<file path="src/inc/pkt_bus_defs.svh">
// constants of the packet system bus
`ifndef PKT_BUS_DEFS_SVH
`define PKT_BUS_DEFS_SVH
`define DATA_W    8
`define ADDR_W    5
`define PHY_PORTS 4
`define PORT_BASE 5'h00
`define IDX_W     2
`endif

</file>
<file path="src/inc/pkt_bus_pkg.sv">
// types of the packet system bus
`include "pkt_bus_defs.svh"
package pkt_bus_pkg;
  typedef enum logic [1:0] {
    MODE_L2_DIRECT,
    MODE_L2_POLLED,
    MODE_L3
  } bus_mode_t;
  typedef enum {RX3_IDLE, RX3_ADDR, RX3_DATA} rx3_state_t;
  typedef enum {CT_IDLE, CT_POLL, CT_CHECK, CT_DATA} ctl_tx_state_t;
  typedef logic [`ADDR_W-1:0] port_addr_t;
  typedef logic [`DATA_W-1:0] byte_t;
endpackage : pkt_bus_pkg

</file>
<file path="src/inc/pkt_bus_if.sv">
// wires of the packet system bus between link end and phy end
`timescale 1ns/100ps
`include "pkt_bus_defs.svh"
interface pkt_bus_if;
  // transmit, driven by the link end
  pkt_bus_pkg::byte_t      tx_data;
  logic                    tx_write_enable_n;
  pkt_bus_pkg::port_addr_t tx_port_addr;
  logic                    tx_packet_start;
  logic                    tx_packet_end;
  logic                    tx_addr_cycle;
  // transmit status, driven by the phy end
  logic [`PHY_PORTS-1:0]   tx_direct_avail;
  logic                    tx_polled_avail;
  logic                    tx_spa_drv;
  logic                    tx_spa_oe_n;
  logic                    tx_selected_port_avail;
  // receive control, driven by the link end
  pkt_bus_pkg::port_addr_t rx_port_addr;
  logic                    rx_read_enable_n;
  // receive, driven by the phy end
  logic [`PHY_PORTS-1:0]   rx_direct_avail;
  logic                    rx_polled_avail;
  pkt_bus_pkg::byte_t      rx_data_drv;
  logic                    rx_valid_drv;
  logic                    rx_start_drv;
  logic                    rx_end_drv;
  logic                    rx_error_drv;
  logic                    rx_addr_cycle_drv;
  logic                    rx_bus_oe_n;
  // resolved wire levels, pulled low when released
  pkt_bus_pkg::byte_t      rx_data;
  logic                    rx_valid;
  logic                    rx_packet_start;
  logic                    rx_packet_end;
  logic                    rx_packet_error;
  logic                    rx_addr_cycle;

  assign tx_selected_port_avail = tx_spa_drv & ~tx_spa_oe_n;
  assign rx_data         = rx_bus_oe_n ? 8'h00 : rx_data_drv;
  assign rx_valid        = rx_valid_drv & ~rx_bus_oe_n;
  assign rx_packet_start = rx_start_drv & ~rx_bus_oe_n;
  assign rx_packet_end   = rx_end_drv & ~rx_bus_oe_n;
  assign rx_packet_error = rx_error_drv & ~rx_bus_oe_n;
  assign rx_addr_cycle   = rx_addr_cycle_drv & ~rx_bus_oe_n;

  modport phy (
    input  tx_data, tx_write_enable_n, tx_port_addr, tx_packet_start,
    input  tx_packet_end, tx_addr_cycle, rx_port_addr, rx_read_enable_n,
    output tx_direct_avail, tx_polled_avail, tx_spa_drv, tx_spa_oe_n,
    output rx_direct_avail, rx_polled_avail, rx_data_drv, rx_valid_drv,
    output rx_start_drv, rx_end_drv, rx_error_drv, rx_addr_cycle_drv,
    output rx_bus_oe_n
  );
  modport link (
    output tx_data, tx_write_enable_n, tx_port_addr, tx_packet_start,
    output tx_packet_end, tx_addr_cycle, rx_port_addr, rx_read_enable_n,
    input  tx_direct_avail, tx_polled_avail, tx_selected_port_avail,
    input  rx_direct_avail, rx_polled_avail, rx_data, rx_valid,
    input  rx_packet_start, rx_packet_end, rx_packet_error, rx_addr_cycle
  );
endinterface : pkt_bus_if

</file>
<file path="src/rtl/pkt_phy_end.sv">
// phy end of the packet system bus, four ports
`timescale 1ns/100ps
`include "pkt_bus_defs.svh"
////////////////////////////////////////////////////////////////////////////////
// Summary of operation
// - direct transmit flag drops when port full
// - link may switch port mid-stream, direct mode
// - direct transmit flag returns when space
// - direct receive flag high while data waiting
// - address swap moves sending port next cycle
// - start marker only on first byte
// - enable removed: valid drops and bus released in the same cycle
// - resumed packet continues without start marker
// - end marker on last byte, then stop
// - receive flag drops when nothing waits
// - polled transmit answer cycle after poll
// - polled: select first, then enable with start
// - selected-port flag driven, released on next start for a port not on this phy
// - link ends with end marker, enable off
// - polled receive answer when data waits
// - port begins cycle after enable and address
// - polled receive release cycle after enable off
// - same timing reselecting the same port
// - level-3 transmit address cycle, enable off
// - level-3 packet starts cycle after address
// - level-3 selected-port flag follows space
// - level-3 receive: phy sends address cycle
// - level-3 link enables before address cycle
////////////////////////////////////////////////////////////////////////////////
module pkt_phy_end (
  // clock and reset
  input  wire logic                          clock,
  input  wire logic                          sys_rst,
  // configuration
  input  wire pkt_bus_pkg::bus_mode_t        mode,
  // bus
  pkt_bus_if.phy                             bus,
  // transmit sink
  input  wire logic [`PHY_PORTS-1:0]         tx_space,
  output logic                               tx_out_valid_q,
  output logic [`IDX_W-1:0]                  tx_out_port_q,
  output pkt_bus_pkg::byte_t                 tx_out_data_q,
  output logic                               tx_out_start_q,
  output logic                               tx_out_end_q,
  // receive source
  input  wire logic [`PHY_PORTS-1:0]         rx_block,
  input  wire logic [`PHY_PORTS-1:0]         rx_src_valid,
  input  wire logic [`PHY_PORTS-1:0][`DATA_W-1:0] rx_src_data,
  input  wire logic [`PHY_PORTS-1:0]         rx_src_start,
  input  wire logic [`PHY_PORTS-1:0]         rx_src_end,
  input  wire logic [`PHY_PORTS-1:0]         rx_src_error,
  output logic [`PHY_PORTS-1:0]              rx_src_take
);

  ////////////////////////////////////////////////////////////////////////////////
  // decode
  logic                    l2;
  logic                    l3;
  logic                    polled;
  pkt_bus_pkg::port_addr_t toff;
  pkt_bus_pkg::port_addr_t roff;
  pkt_bus_pkg::port_addr_t ioff;
  logic                    tmine;
  logic                    rmine;
  logic                    ren;

  assign l3     = (mode == pkt_bus_pkg::MODE_L3);
  assign l2     = !l3;
  assign polled = (mode == pkt_bus_pkg::MODE_L2_POLLED);
  assign toff   = bus.tx_port_addr - `PORT_BASE;
  assign roff   = bus.rx_port_addr - `PORT_BASE;
  assign ioff   = bus.tx_data[`ADDR_W-1:0] - `PORT_BASE;
  assign tmine  = (toff < `ADDR_W'(`PHY_PORTS));
  assign rmine  = (roff < `ADDR_W'(`PHY_PORTS));
  assign ren    = !bus.rx_read_enable_n;

  ////////////////////////////////////////////////////////////////////////////////
  // availability flags
  always_ff @(posedge clock or posedge sys_rst) begin
    if (sys_rst) begin
      bus.tx_direct_avail <= '0;
      bus.rx_direct_avail <= '0;
      bus.tx_polled_avail <= 1'b0;
      bus.rx_polled_avail <= 1'b0;
    end else begin
      bus.tx_direct_avail <= tx_space;
      bus.rx_direct_avail <= rx_block;
      bus.tx_polled_avail <= tmine && tx_space[toff[`IDX_W-1:0]];
      bus.rx_polled_avail <= rmine && rx_block[roff[`IDX_W-1:0]];
    end
  end

  ////////////////////////////////////////////////////////////////////////////////
  // transmit port selection
  logic              tsel_ok_q;
  logic [`IDX_W-1:0] tsel_q;
  logic              thit;
  logic [`IDX_W-1:0] tport;

  always_ff @(posedge clock or posedge sys_rst) begin
    if (sys_rst) begin
      tsel_ok_q <= 1'b0;
      tsel_q    <= '0;
    end else if (l3 && bus.tx_addr_cycle && bus.tx_write_enable_n) begin
      tsel_ok_q <= (ioff < `ADDR_W'(`PHY_PORTS));
      tsel_q    <= ioff[`IDX_W-1:0];
    end
  end

  always_comb begin
    thit  = 1'b0;
    tport = toff[`IDX_W-1:0];
    if (!bus.tx_write_enable_n) begin
      if (l3) begin
        thit  = tsel_ok_q;
        tport = tsel_q;
      end else begin
        thit  = tmine;
      end
    end
  end

  ////////////////////////////////////////////////////////////////////////////////
  // transmit sink
  always_ff @(posedge clock or posedge sys_rst) begin
    if (sys_rst) begin
      tx_out_valid_q <= 1'b0;
      tx_out_port_q  <= '0;
      tx_out_data_q  <= '0;
      tx_out_start_q <= 1'b0;
      tx_out_end_q   <= 1'b0;
    end else begin
      tx_out_valid_q <= thit;
      tx_out_port_q  <= tport;
      tx_out_data_q  <= bus.tx_data;
      tx_out_start_q <= thit && bus.tx_packet_start;
      tx_out_end_q   <= thit && bus.tx_packet_end;
    end
  end

  ////////////////////////////////////////////////////////////////////////////////
  // selected-port availability
  logic              spa_on_q;
  logic              spa_on_d;
  logic [`IDX_W-1:0] spa_port_q;
  logic [`IDX_W-1:0] spa_port_d;
  logic              tstart;

  assign tstart = !bus.tx_write_enable_n && bus.tx_packet_start;

  always_comb begin
    spa_on_d   = spa_on_q;
    spa_port_d = spa_port_q;
    if (tstart) begin
      spa_on_d   = thit;
      spa_port_d = tport;
    end
  end

  always_ff @(posedge clock or posedge sys_rst) begin
    if (sys_rst) begin
      spa_on_q        <= 1'b0;
      spa_port_q      <= '0;
      bus.tx_spa_drv  <= 1'b0;
      bus.tx_spa_oe_n <= 1'b1;
    end else begin
      spa_on_q        <= spa_on_d;
      spa_port_q      <= spa_port_d;
      bus.tx_spa_drv  <= spa_on_d && tx_space[spa_port_d];
      bus.tx_spa_oe_n <= !(l3 || (polled && spa_on_d));
    end
  end

  ////////////////////////////////////////////////////////////////////////////////
  // level-3 receive port choice
  pkt_bus_pkg::rx3_state_t rx3_q;
  logic [`IDX_W-1:0]       cur_q;
  logic [`IDX_W-1:0]       pick;
  logic                    pick_ok;
  logic                    go3;
  logic                    end_taken;

  always_comb begin
    pick    = '0;
    pick_ok = 1'b0;
    for (int i = `PHY_PORTS - 1; i >= 0; i--) begin
      if (rx_block[i]) begin
        pick    = `IDX_W'(i);
        pick_ok = 1'b1;
      end
    end
  end

  assign go3 = l3 && ren && pick_ok && (rx3_q == pkt_bus_pkg::RX3_IDLE);

  always_ff @(posedge clock or posedge sys_rst) begin
    if (sys_rst) begin
      rx3_q <= pkt_bus_pkg::RX3_IDLE;
      cur_q <= '0;
    end else if (!l3) begin
      rx3_q <= pkt_bus_pkg::RX3_IDLE;
    end else begin
      unique case (rx3_q)
        pkt_bus_pkg::RX3_IDLE: begin
          if (go3) begin
            rx3_q <= pkt_bus_pkg::RX3_ADDR;
            cur_q <= pick;
          end
        end
        pkt_bus_pkg::RX3_ADDR,
        pkt_bus_pkg::RX3_DATA: begin
          if (end_taken) begin
            rx3_q <= pkt_bus_pkg::RX3_IDLE;
          end else begin
            rx3_q <= pkt_bus_pkg::RX3_DATA;
          end
        end
      endcase
    end
  end

  ////////////////////////////////////////////////////////////////////////////////
  // receive byte taking
  pkt_bus_pkg::port_addr_t raddr_q;
  logic                    done_q;
  logic [`IDX_W-1:0]       ridx;

  assign ridx = l3 ? cur_q : roff[`IDX_W-1:0];

  always_comb begin
    rx_src_take = '0;
    if (l2 && ren && rmine && !done_q) begin
      rx_src_take[ridx] = rx_src_valid[ridx];
    end else if (l3 && ren && rx3_q != pkt_bus_pkg::RX3_IDLE) begin
      rx_src_take[ridx] = rx_src_valid[ridx];
    end
  end

  assign end_taken = |(rx_src_take & rx_src_end);

  always_ff @(posedge clock or posedge sys_rst) begin
    if (sys_rst) begin
      raddr_q <= '0;
      done_q  <= 1'b0;
    end else begin
      raddr_q <= bus.rx_port_addr;
      done_q  <= l2 && ren &&
                 (end_taken || (done_q && bus.rx_port_addr == raddr_q));
    end
  end

  ////////////////////////////////////////////////////////////////////////////////
  // receive bus drive
  logic any_take;

  assign any_take = |rx_src_take;

  always_ff @(posedge clock or posedge sys_rst) begin
    if (sys_rst) begin
      bus.rx_valid_drv      <= 1'b0;
      bus.rx_start_drv      <= 1'b0;
      bus.rx_end_drv        <= 1'b0;
      bus.rx_error_drv      <= 1'b0;
      bus.rx_addr_cycle_drv <= 1'b0;
      bus.rx_data_drv       <= '0;
      bus.rx_bus_oe_n       <= 1'b1;
    end else begin
      bus.rx_valid_drv      <= any_take;
      bus.rx_start_drv      <= any_take && rx_src_start[ridx];
      bus.rx_end_drv        <= any_take && rx_src_end[ridx];
      bus.rx_error_drv      <= any_take && rx_src_error[ridx];
      bus.rx_addr_cycle_drv <= go3;
      if (go3) begin
        bus.rx_data_drv <= `DATA_W'(`ADDR_W'(`PORT_BASE + `ADDR_W'(pick)));
      end else begin
        bus.rx_data_drv <= rx_src_data[ridx];
      end
      bus.rx_bus_oe_n       <= !(l3 || (ren && rmine));
    end
  end

endmodule : pkt_phy_end

</file>
<file path="src/flat_wrapper.sv">
// flat-port wrapper written by rule: the top's interface ports become plain ports
module pkt_phy_end_flat 
  (clock, sys_rst, mode, tx_space, tx_out_valid_q, tx_out_port_q, tx_out_data_q, tx_out_start_q, tx_out_end_q, rx_block, rx_src_valid, rx_src_data, rx_src_start, rx_src_end, rx_src_error, rx_src_take, bus_tx_data, bus_tx_write_enable_n, bus_tx_port_addr, bus_tx_packet_start, bus_tx_packet_end, bus_tx_addr_cycle, bus_rx_port_addr, bus_rx_read_enable_n, bus_tx_direct_avail, bus_tx_polled_avail, bus_tx_spa_drv, bus_tx_spa_oe_n, bus_rx_direct_avail, bus_rx_polled_avail, bus_rx_data_drv, bus_rx_valid_drv, bus_rx_start_drv, bus_rx_end_drv, bus_rx_error_drv, bus_rx_addr_cycle_drv, bus_rx_bus_oe_n);
  pkt_bus_if bus_i ();
  input  wire logic clock;
  input  wire logic sys_rst;
  input  wire pkt_bus_pkg::bus_mode_t mode;
  input  wire logic [`PHY_PORTS-1:0] tx_space;
  output logic tx_out_valid_q;
  output logic [`IDX_W-1:0] tx_out_port_q;
  output pkt_bus_pkg::byte_t tx_out_data_q;
  output logic tx_out_start_q;
  output logic tx_out_end_q;
  input  wire logic [`PHY_PORTS-1:0] rx_block;
  input  wire logic [`PHY_PORTS-1:0] rx_src_valid;
  input  wire logic [`PHY_PORTS-1:0][`DATA_W-1:0] rx_src_data;
  input  wire logic [`PHY_PORTS-1:0] rx_src_start;
  input  wire logic [`PHY_PORTS-1:0] rx_src_end;
  input  wire logic [`PHY_PORTS-1:0] rx_src_error;
  output logic [`PHY_PORTS-1:0] rx_src_take;
  input wire logic [$bits(bus_i.tx_data)-1:0] bus_tx_data;
  input wire logic [$bits(bus_i.tx_write_enable_n)-1:0] bus_tx_write_enable_n;
  input wire logic [$bits(bus_i.tx_port_addr)-1:0] bus_tx_port_addr;
  input wire logic [$bits(bus_i.tx_packet_start)-1:0] bus_tx_packet_start;
  input wire logic [$bits(bus_i.tx_packet_end)-1:0] bus_tx_packet_end;
  input wire logic [$bits(bus_i.tx_addr_cycle)-1:0] bus_tx_addr_cycle;
  input wire logic [$bits(bus_i.rx_port_addr)-1:0] bus_rx_port_addr;
  input wire logic [$bits(bus_i.rx_read_enable_n)-1:0] bus_rx_read_enable_n;
  output wire logic [$bits(bus_i.tx_direct_avail)-1:0] bus_tx_direct_avail;
  output wire logic [$bits(bus_i.tx_polled_avail)-1:0] bus_tx_polled_avail;
  output wire logic [$bits(bus_i.tx_spa_drv)-1:0] bus_tx_spa_drv;
  output wire logic [$bits(bus_i.tx_spa_oe_n)-1:0] bus_tx_spa_oe_n;
  output wire logic [$bits(bus_i.rx_direct_avail)-1:0] bus_rx_direct_avail;
  output wire logic [$bits(bus_i.rx_polled_avail)-1:0] bus_rx_polled_avail;
  output wire logic [$bits(bus_i.rx_data_drv)-1:0] bus_rx_data_drv;
  output wire logic [$bits(bus_i.rx_valid_drv)-1:0] bus_rx_valid_drv;
  output wire logic [$bits(bus_i.rx_start_drv)-1:0] bus_rx_start_drv;
  output wire logic [$bits(bus_i.rx_end_drv)-1:0] bus_rx_end_drv;
  output wire logic [$bits(bus_i.rx_error_drv)-1:0] bus_rx_error_drv;
  output wire logic [$bits(bus_i.rx_addr_cycle_drv)-1:0] bus_rx_addr_cycle_drv;
  output wire logic [$bits(bus_i.rx_bus_oe_n)-1:0] bus_rx_bus_oe_n;
  assign bus_i.tx_data = bus_tx_data;
  assign bus_i.tx_write_enable_n = bus_tx_write_enable_n;
  assign bus_i.tx_port_addr = bus_tx_port_addr;
  assign bus_i.tx_packet_start = bus_tx_packet_start;
  assign bus_i.tx_packet_end = bus_tx_packet_end;
  assign bus_i.tx_addr_cycle = bus_tx_addr_cycle;
  assign bus_i.rx_port_addr = bus_rx_port_addr;
  assign bus_i.rx_read_enable_n = bus_rx_read_enable_n;
  assign bus_tx_direct_avail = bus_i.tx_direct_avail;
  assign bus_tx_polled_avail = bus_i.tx_polled_avail;
  assign bus_tx_spa_drv = bus_i.tx_spa_drv;
  assign bus_tx_spa_oe_n = bus_i.tx_spa_oe_n;
  assign bus_rx_direct_avail = bus_i.rx_direct_avail;
  assign bus_rx_polled_avail = bus_i.rx_polled_avail;
  assign bus_rx_data_drv = bus_i.rx_data_drv;
  assign bus_rx_valid_drv = bus_i.rx_valid_drv;
  assign bus_rx_start_drv = bus_i.rx_start_drv;
  assign bus_rx_end_drv = bus_i.rx_end_drv;
  assign bus_rx_error_drv = bus_i.rx_error_drv;
  assign bus_rx_addr_cycle_drv = bus_i.rx_addr_cycle_drv;
  assign bus_rx_bus_oe_n = bus_i.rx_bus_oe_n;
  pkt_phy_end u_core (.clock(clock), .sys_rst(sys_rst), .mode(mode), .bus(bus_i), .tx_space(tx_space), .tx_out_valid_q(tx_out_valid_q), .tx_out_port_q(tx_out_port_q), .tx_out_data_q(tx_out_data_q), .tx_out_start_q(tx_out_start_q), .tx_out_end_q(tx_out_end_q), .rx_block(rx_block), .rx_src_valid(rx_src_valid), .rx_src_data(rx_src_data), .rx_src_start(rx_src_start), .rx_src_end(rx_src_end), .rx_src_error(rx_src_error), .rx_src_take(rx_src_take));
endmodule
</file>
<file path="config.mk">
export PLATFORM = sky130hd
export DESIGN_NAME = pkt_phy_end_flat
export DESIGN_NICKNAME = d
export VERILOG_FILES = /design/src/inc/pkt_bus_pkg.sv /design/src/inc/pkt_bus_if.sv /design/src/rtl/pkt_phy_end.sv /design/src/flat_wrapper.sv
export VERILOG_INCLUDE_DIRS = /design/src /design/src/inc
export SDC_FILE = /design/constraint.sdc
export NUM_CORES = 1
export LEC_CHECK = 0
export ABC_AREA = 1
export BUFFER_PORTS_ARGS = -buffer_cell sky130_fd_sc_hd__buf_2
export CORE_MARGIN = 5
export CORE_UTILIZATION = 40
export DETAILED_ROUTE_END_ITERATION = 10
export GPL_TIMING_DRIVEN = 0
export PLACE_DENSITY = 0.75
export REMOVE_ABC_BUFFERS = 1
export SYNTH_ARGS = -nofsm -noshare
export SYNTH_HDL_FRONTEND = slang
export SYNTH_SLANG_ARGS = --single-unit
</file>
<file path="constraint.sdc">
create_clock -name clock -period 2.7 [get_ports clock]
set_clock_uncertainty 0.1 [all_clocks]
set_input_delay 0.675 -clock clock [delete_from_list [all_inputs] [get_ports clock]]
set_output_delay 0.675 -clock clock [all_outputs]
set_load 0.02 [all_outputs]
</file>
==> qor.yml, run 1 <==
status: "complete, no violations"
worst_setup_hold_path_clk_slew_ns: 0.10
yosys_warnings: 0
place_inst: 468
finalMaxSlewViolations: 0
die-height_um: 89.6
setup_ws_ns: 0.225
numCtsBuffers: 5
hold_removal_path_class: "in2async"
antenna_found_initial: 0
drt-vias-per-instance: 4.67
firstDrtPassIters: 5
multi_input_combinational_cell_area_sq_um: 937
final_core_utilization_pct: 54.0
cts_tree: "built"
synth_cell_type_count: 36
min_period_over_period_pct: 91.7
crit_slowest_cell: "dfrtp_1"
gp_congestion: 0.807
drtIter0Drc: 100
worst_hold_slack_ns: 0.290
synth-seq-cells: 55
vias_in_the_first_global_route: 2146
htree_num_levels: 2
fmax_mhz: 404
initial_core_utilization_pct: 40.6
nNetsFinal: 482
dp_worst_setup_slack_ns: 0.240
maximum_number_of_pins_on_one_net_before_global_route_repair: 33
die_x_um: 89.6
seq_area_sq_um: 1380
syn-instance-count: 267
drt-total-wl_um: 6130
power_per_cell_area_nw_per_um2: 549
wl_per_cell_um: 12.9
fp.dieArea_sq_um: 8020
hold_violations: 0
grt_first_pass_wirelength_um: 9470
seq_area_frac_synth_pct: 54.4
critPathRequiredTime_ns: 1.92
grt_setup_unrepaired: "no"
worst_slew_pin_slew_ns: 0.511
detail_route.drc_violations: 0
number_of_gates_resized_after_cts: 0
timing.final.crit_period_ns: 2.47
clk_root_buffer_cell: "clkbuf_8"
max_cap_viols: 0
proportion_of_layout_cells_with_a_drive_suffix_above_1_pct: 45.1
crit_path_cells: "inv_1 -> ha_1 -> nor3_4 -> o21a_1 -> buf_2"
report.final.setup_viol: 0
layout.cells.most_common: "buf_2"
grt_overflow: 0
num_io_pins: 126
portBuffers: 125
vias_after_detailed_routing: 2223
worstSetupStartpointType: "flip-flop"
core_area_sq_um: 6240
cell_area_after_technology_mapping_sq_um: 2530
most-common-layout-cells: "buf_2 (125), dfrtp_1 (53), inv_1 (42)"
tritoncts_num_sinks: 55
instances_no_fill: 476
gr-usage-all-layers_pct: 15.0
drt.antenna.violating_nets: 0
dpl.hpwl_um: 5030
ctsHoldBuffers: 0
nFillCells: 587
core.rowCount: 29
critPathMaxFanout: 8
critical_path.endpoint_type: "output port"
post-cts-setup-buffers: 0
synth_area_per_cell_sq_um: 9.48
slew-limit-headroom_pct: 65.9
cts.path.max_buffers: 2
timing.setup.critical_path_class: "reg2out"
p_leak_nw: 1.88
fin_tns_setup_ns: 0
diodes: 0
synthToLayoutAreaGrowth_pct: 33.2
clock_latency_ns: 0.31
peakVddDrop_uv: 330
crit_path_dat_ns: 1.70
worst_path_largest_cell_delay_ns: 0.36
## routing by layer
layer,vias up,track usage [%],wire (um)
met5,-,0,0
met4,0,5.68,140
met3,12,2.65,294
met2,54,25.6,3290
met1,1032,19.0,2410
li1,1125,-,-
## area by class of cell
type	count	area share, %
Multi-Input combinational cell	159	27.8
Clock buffer	6	2.45
Clock inverter	2	1.15
Sequential cell	55	40.9
Tap cell	77	2.86
Timing Repair Buffer	126	19.1
Inverter	51	5.75
## Yosys cell counts, drive strengths merged
master,n,area (sq um)
dfrtp,53,1330
mux2,1,11.3
a21oi,18,97.6
nand3,14,75.1
o21ai,14,73.8
xor2,2,17.5
nand2,53,260
ha,1,12.5
dfstp,2,52.6
inv,51,194
nor2,22,123
nand4,4,25.0
buf,2,22.5
and2,1,6.26
o21a,2,16.3
o41ai,1,8.76
o211ai,8,70.1
o22ai,1,6.26
a22oi,12,90.1
a211oi,1,7.51
nor3,4,36.3
## worst max-delay path, delay by kind of cell, from the launching register on
kind                       cells  cell delay, ns
DFF                            1            0.36
adders and majority gates      1            0.26
buffers and inverters          2            0.22
and+or+nand+nor                1            0.34
AOI/OAI and AO/OA              1            0.22
## through the flow
stage / cell area, sq um / total power, W
floorplan: 2510 / 0.00114
global placement: 3230 / 0.00129
detailed placement: 3250 / 0.00130
CTS: 3370 / 0.00188
global route: 3370 / 0.00196
finish: 3370 / 0.00185
## state kept, by name, indices dropped and copies added, names as in the netlist, 2 cells and up
name                        flops
u_core.bus.tx_direct_avail      4
u_core.tx_out_port_q            2
u_core.raddr_q                  5
u_core.cur_q                    2
u_core.bus.rx_data_drv          8
u_core.spa_port_q               2
u_core.bus.rx_direct_avail      4
u_core.rx3_q                    2
u_core.tx_out_data_q            8
u_core.tsel_q                   2
## final timing paths
check	slack, ns	end	start	cells past startpoint
worst max-delay path	0.23	rx_src_take[3]	u_core.rx3_q[0]	5
worst min-delay path	0.29	u_core.tx_out_data_q[7]	sys_rst	2
worst max register to register	1.11	u_core.rx3_q[1]	u_core.rx3_q[0]	8
worst min register to register	0.40	u_core.tsel_ok_q	u_core.tsel_ok_q	2
max in group asynchronous	1.60	u_core.bus.rx_bus_oe_n	sys_rst	3
min in group clock	0.37	u_core.tx_out_data_q[5]	bus_tx_data[5]	1
## power breakdown
part	switching, W	total (W)	internal (W)
combinational	0.000231	0.000371	0.000140
sequential	0.0000188	0.000907	0.000888
clock	0.000270	0.000575	0.000305
total	0.000520	0.00185	0.00133
## kinds of logic (layout without fill, tap and decap cells)
| group | after synthesis | in the layout | synth area share (%) |
|---|---|---|---|
| xor gates and xnor gates | 2 | 2 | 0.692 |
| buffers and inverters | 53 | 185 | 8.55 |
| DFF | 55 | 55 | 54.4 |
| and+or+nand+nor | 98 | 98 | 20.8 |
| muxes | 1 | 1 | 0.445 |
| AOI/OAI and AO/OA | 57 | 57 | 14.6 |
| adders and majority gates | 1 | 1 | 0.494 |
Power figures use the tool's default switching activity.
==> run 2: changes to the inputs <==
CORE_UTILIZATION = 42   (was 40)
PLACE_DENSITY = 0.78   (was 0.75)
==> run 2 against run 1 <==
- hold slack improved by 0.0014 ns
- final cell count is 0.42% lower
- power decreased by 5.4%
- critical endpoint unchanged
- critical path type unchanged
- cell area is 0.85% lower
- combinational power is essentially flat
- critical path depth unchanged
- first-iteration DRC count decreased by 38%
- sequential power hardly changed
- global-route usage rose by 1.6 points
==> qor.yml, run 2 (synthesis gave the netlist of run 1 again) <==
critical_path.endpoint_type: "output port"
num_io_pins: 126  # unchanged
finalMaxSlewViolations: 0  # unchanged
drt-vias-per-instance: 4.80  # +2.7%
diodes: 0  # unchanged
crit_cells: 5  # unchanged
hold_violations: 0  # unchanged
power_per_cell_area_nw_per_um2: 524  # -4.6%
min_period_over_period_pct: 91.8  # +0.18 points
number_of_gates_resized_after_cts: 0  # unchanged
dp_worst_setup_slack_ns: 0.235  # -0.00519 ns
maximum_number_of_pins_on_one_net_before_global_route_repair: 33  # unchanged
portBuffers: 125  # unchanged
fp.dieArea_sq_um: 7680  # -4.2%
peakVddDrop_uv: 235  # -29%
cts_tree: "built"
drt.antenna.violating_nets: 0  # unchanged
proportion_of_layout_cells_with_a_drive_suffix_above_1_pct: 44.9  # -0.25 points
core.rowCount: 28  # -3.4%
layout.cells.most_common: "buf_2"
antenna_found_initial: 0  # unchanged
status: "complete, no violations"
gr-usage-all-layers_pct: 16.6  # +1.6 points
reg.largest.list: "u_core.bus.rx_data_drv: 8 flops, u_core.tx_out_data_q: 8 flops, u_core.raddr_q: 5 flops"
r2r_setup_slack_ns: 1.10  # about the same
crit_path_dat_ns: 1.70  # about the same
htree_num_levels: 2  # unchanged
crit_slowest_cell: "dfrtp_1"
nNetsFinal: 482  # unchanged
firstDrtPassIters: 4  # -1
numCtsBuffers: 5  # unchanged
worst_slew_pin_slew_ns: 0.519  # +0.00765 ns
vias_after_detailed_routing: 2273  # +2.2%
grt_setup_unrepaired: "no"
r2r_end: "u_core.rx3_q[1]"
clk_root_buffer_cell: "clkbuf_8"
cts.path.max_buffers: 2  # unchanged
vias_in_the_first_global_route: 2369  # +10%
hold_removal_path_class: "in2async"
r2r_cells: 8  # unchanged
r2r_start: "u_core.rx3_q[0]"
die-height_um: 87.7  # -2.1%
clock_latency_ns: 0.31  # about the same
grt_first_pass_wirelength_um: 10200  # +7.7%
timing.final.crit_period_ns: 2.48  # +0.00487 ns
worst_path_largest_cell_delay_ns: 0.36  # about the same
grt_overflow: 0  # unchanged
critPathMaxFanout: 8  # unchanged
worst_setup_hold_path_clk_slew_ns: 0.09  # about the same
worst_hold_slack_ns: 0.291  # +0.00142 ns
most-common-layout-cells: "buf_2 (125), dfrtp_1 (53), inv_1 (42)"
report.final.setup_viol: 0  # unchanged
post-cts-setup-buffers: 0  # unchanged
worstSetupStartpointType: "flip-flop"
critPathRequiredTime_ns: 1.92  # about the same
gp_congestion: 0.820  # +1.7%
wl_per_cell_um: 13.4  # +4.1%
drt-total-wl_um: 6360  # +3.7%
tritoncts_num_sinks: 55  # unchanged
cpLargestDelayFamily: "flip-flops"
ctsHoldBuffers: 0  # unchanged
timing.setup.critical_path_class: "reg2out"
crit_path_start: "u_core.rx3_q[0]"
max_cap_viols: 0  # unchanged
detail_route.drc_violations: 0  # unchanged
die_x_um: 87.7  # -2.1%
fmax_mhz: 403  # -0.20%
p_leak_nw: 1.87  # -0.71%
synthToLayoutAreaGrowth_pct: 32.1
setup_ws_ns: 0.220  # -0.00487 ns
core_area_sq_um: 5890  # -5.7%
slew-limit-headroom_pct: 65.4  # -0.51 points
dpl.hpwl_um: 5150  # +2.4%
drtIter0Drc: 62  # -38%
initial_core_utilization_pct: 43.0  # +2.4 points
worstSetupEndpoint: "rx_src_take[3]"
critical_path_buf_inv_count: 2  # unchanged
crit_path_cells: "inv_1 -> ha_1 -> nor3_4 -> o21a_1 -> buf_2"
## run 2: per-stage QoR
step	cell area [sq um]	total power [W]	TNS, ns	utilization [%]	cells
detailed placement	3250	0.00130	0	55.2	466
global placement	3230	0.00129	-4.30	54.9	465
floorplan	2510	0.00114	0	-	265
CTS	3340	0.00177	0	56.8	474
finish	3340	0.00175	0	56.8	474
global route	3340	0.00185	0	56.8	474
## run 2: power breakdown
group | internal (W) | total, W | switching, W | leakage, nW
Clock | 0.000211 | 0.000472 | 0.000261 | 0.0484
Combinational | 0.000140 | 0.000374 | 0.000234 | 1.14
Sequential | 0.000888 | 0.000907 | 0.0000187 | 0.679
Total | 0.00124 | 0.00175 | 0.000514 | 1.87
## run 2: worst reg2reg max path: stages (launching register included)
cell      delay [ns]
dfrtp_1         0.36
inv_1           0.05
ha_1            0.26
nor3_4          0.33
o211ai_1        0.15
nand2_1         0.10
nor2_2          0.06
nand2_1         0.05
nand2_1         0.05
## run 2: how the worst min path moves through the flow
stage                     startpoint                 endpoint  slack [ns]  depth (start not counted)
finish                       sys_rst  u_core.tx_out_data_q[6]        0.29                          2
global route                 sys_rst  u_core.tx_out_data_q[6]        0.34                          2
CTS                          sys_rst  u_core.tx_out_data_q[6]        0.32                          2
detailed placement   u_core.spa_on_q          u_core.spa_on_q        0.39                          2
global placement    u_core.tsel_ok_q         u_core.tsel_ok_q        0.38                          2
floorplan           u_core.tsel_ok_q         u_core.tsel_ok_q        0.35                          2
## run 2: layer usage
| layer | GRT usage (%) | wire [um] |
|---|---|---|
| met5 | 0 | 0 |
| met3 | 2.82 | 381 |
| met2 | 30.1 | 3340 |
| met1 | 19.7 | 2480 |
| met4 | 5.86 | 157 |
## run 2: final cells by class
cell class / instances / area (sq um)
fill: 534 / 2540
sequential: 55 / 1380
multi-input combinational: 159 / 937
timing repair buffer: 126 / 646
inverter: 51 / 194
tap: 75 / 93.8
clock buffer: 7 / 86.3
clock inverter: 1 / 8.76
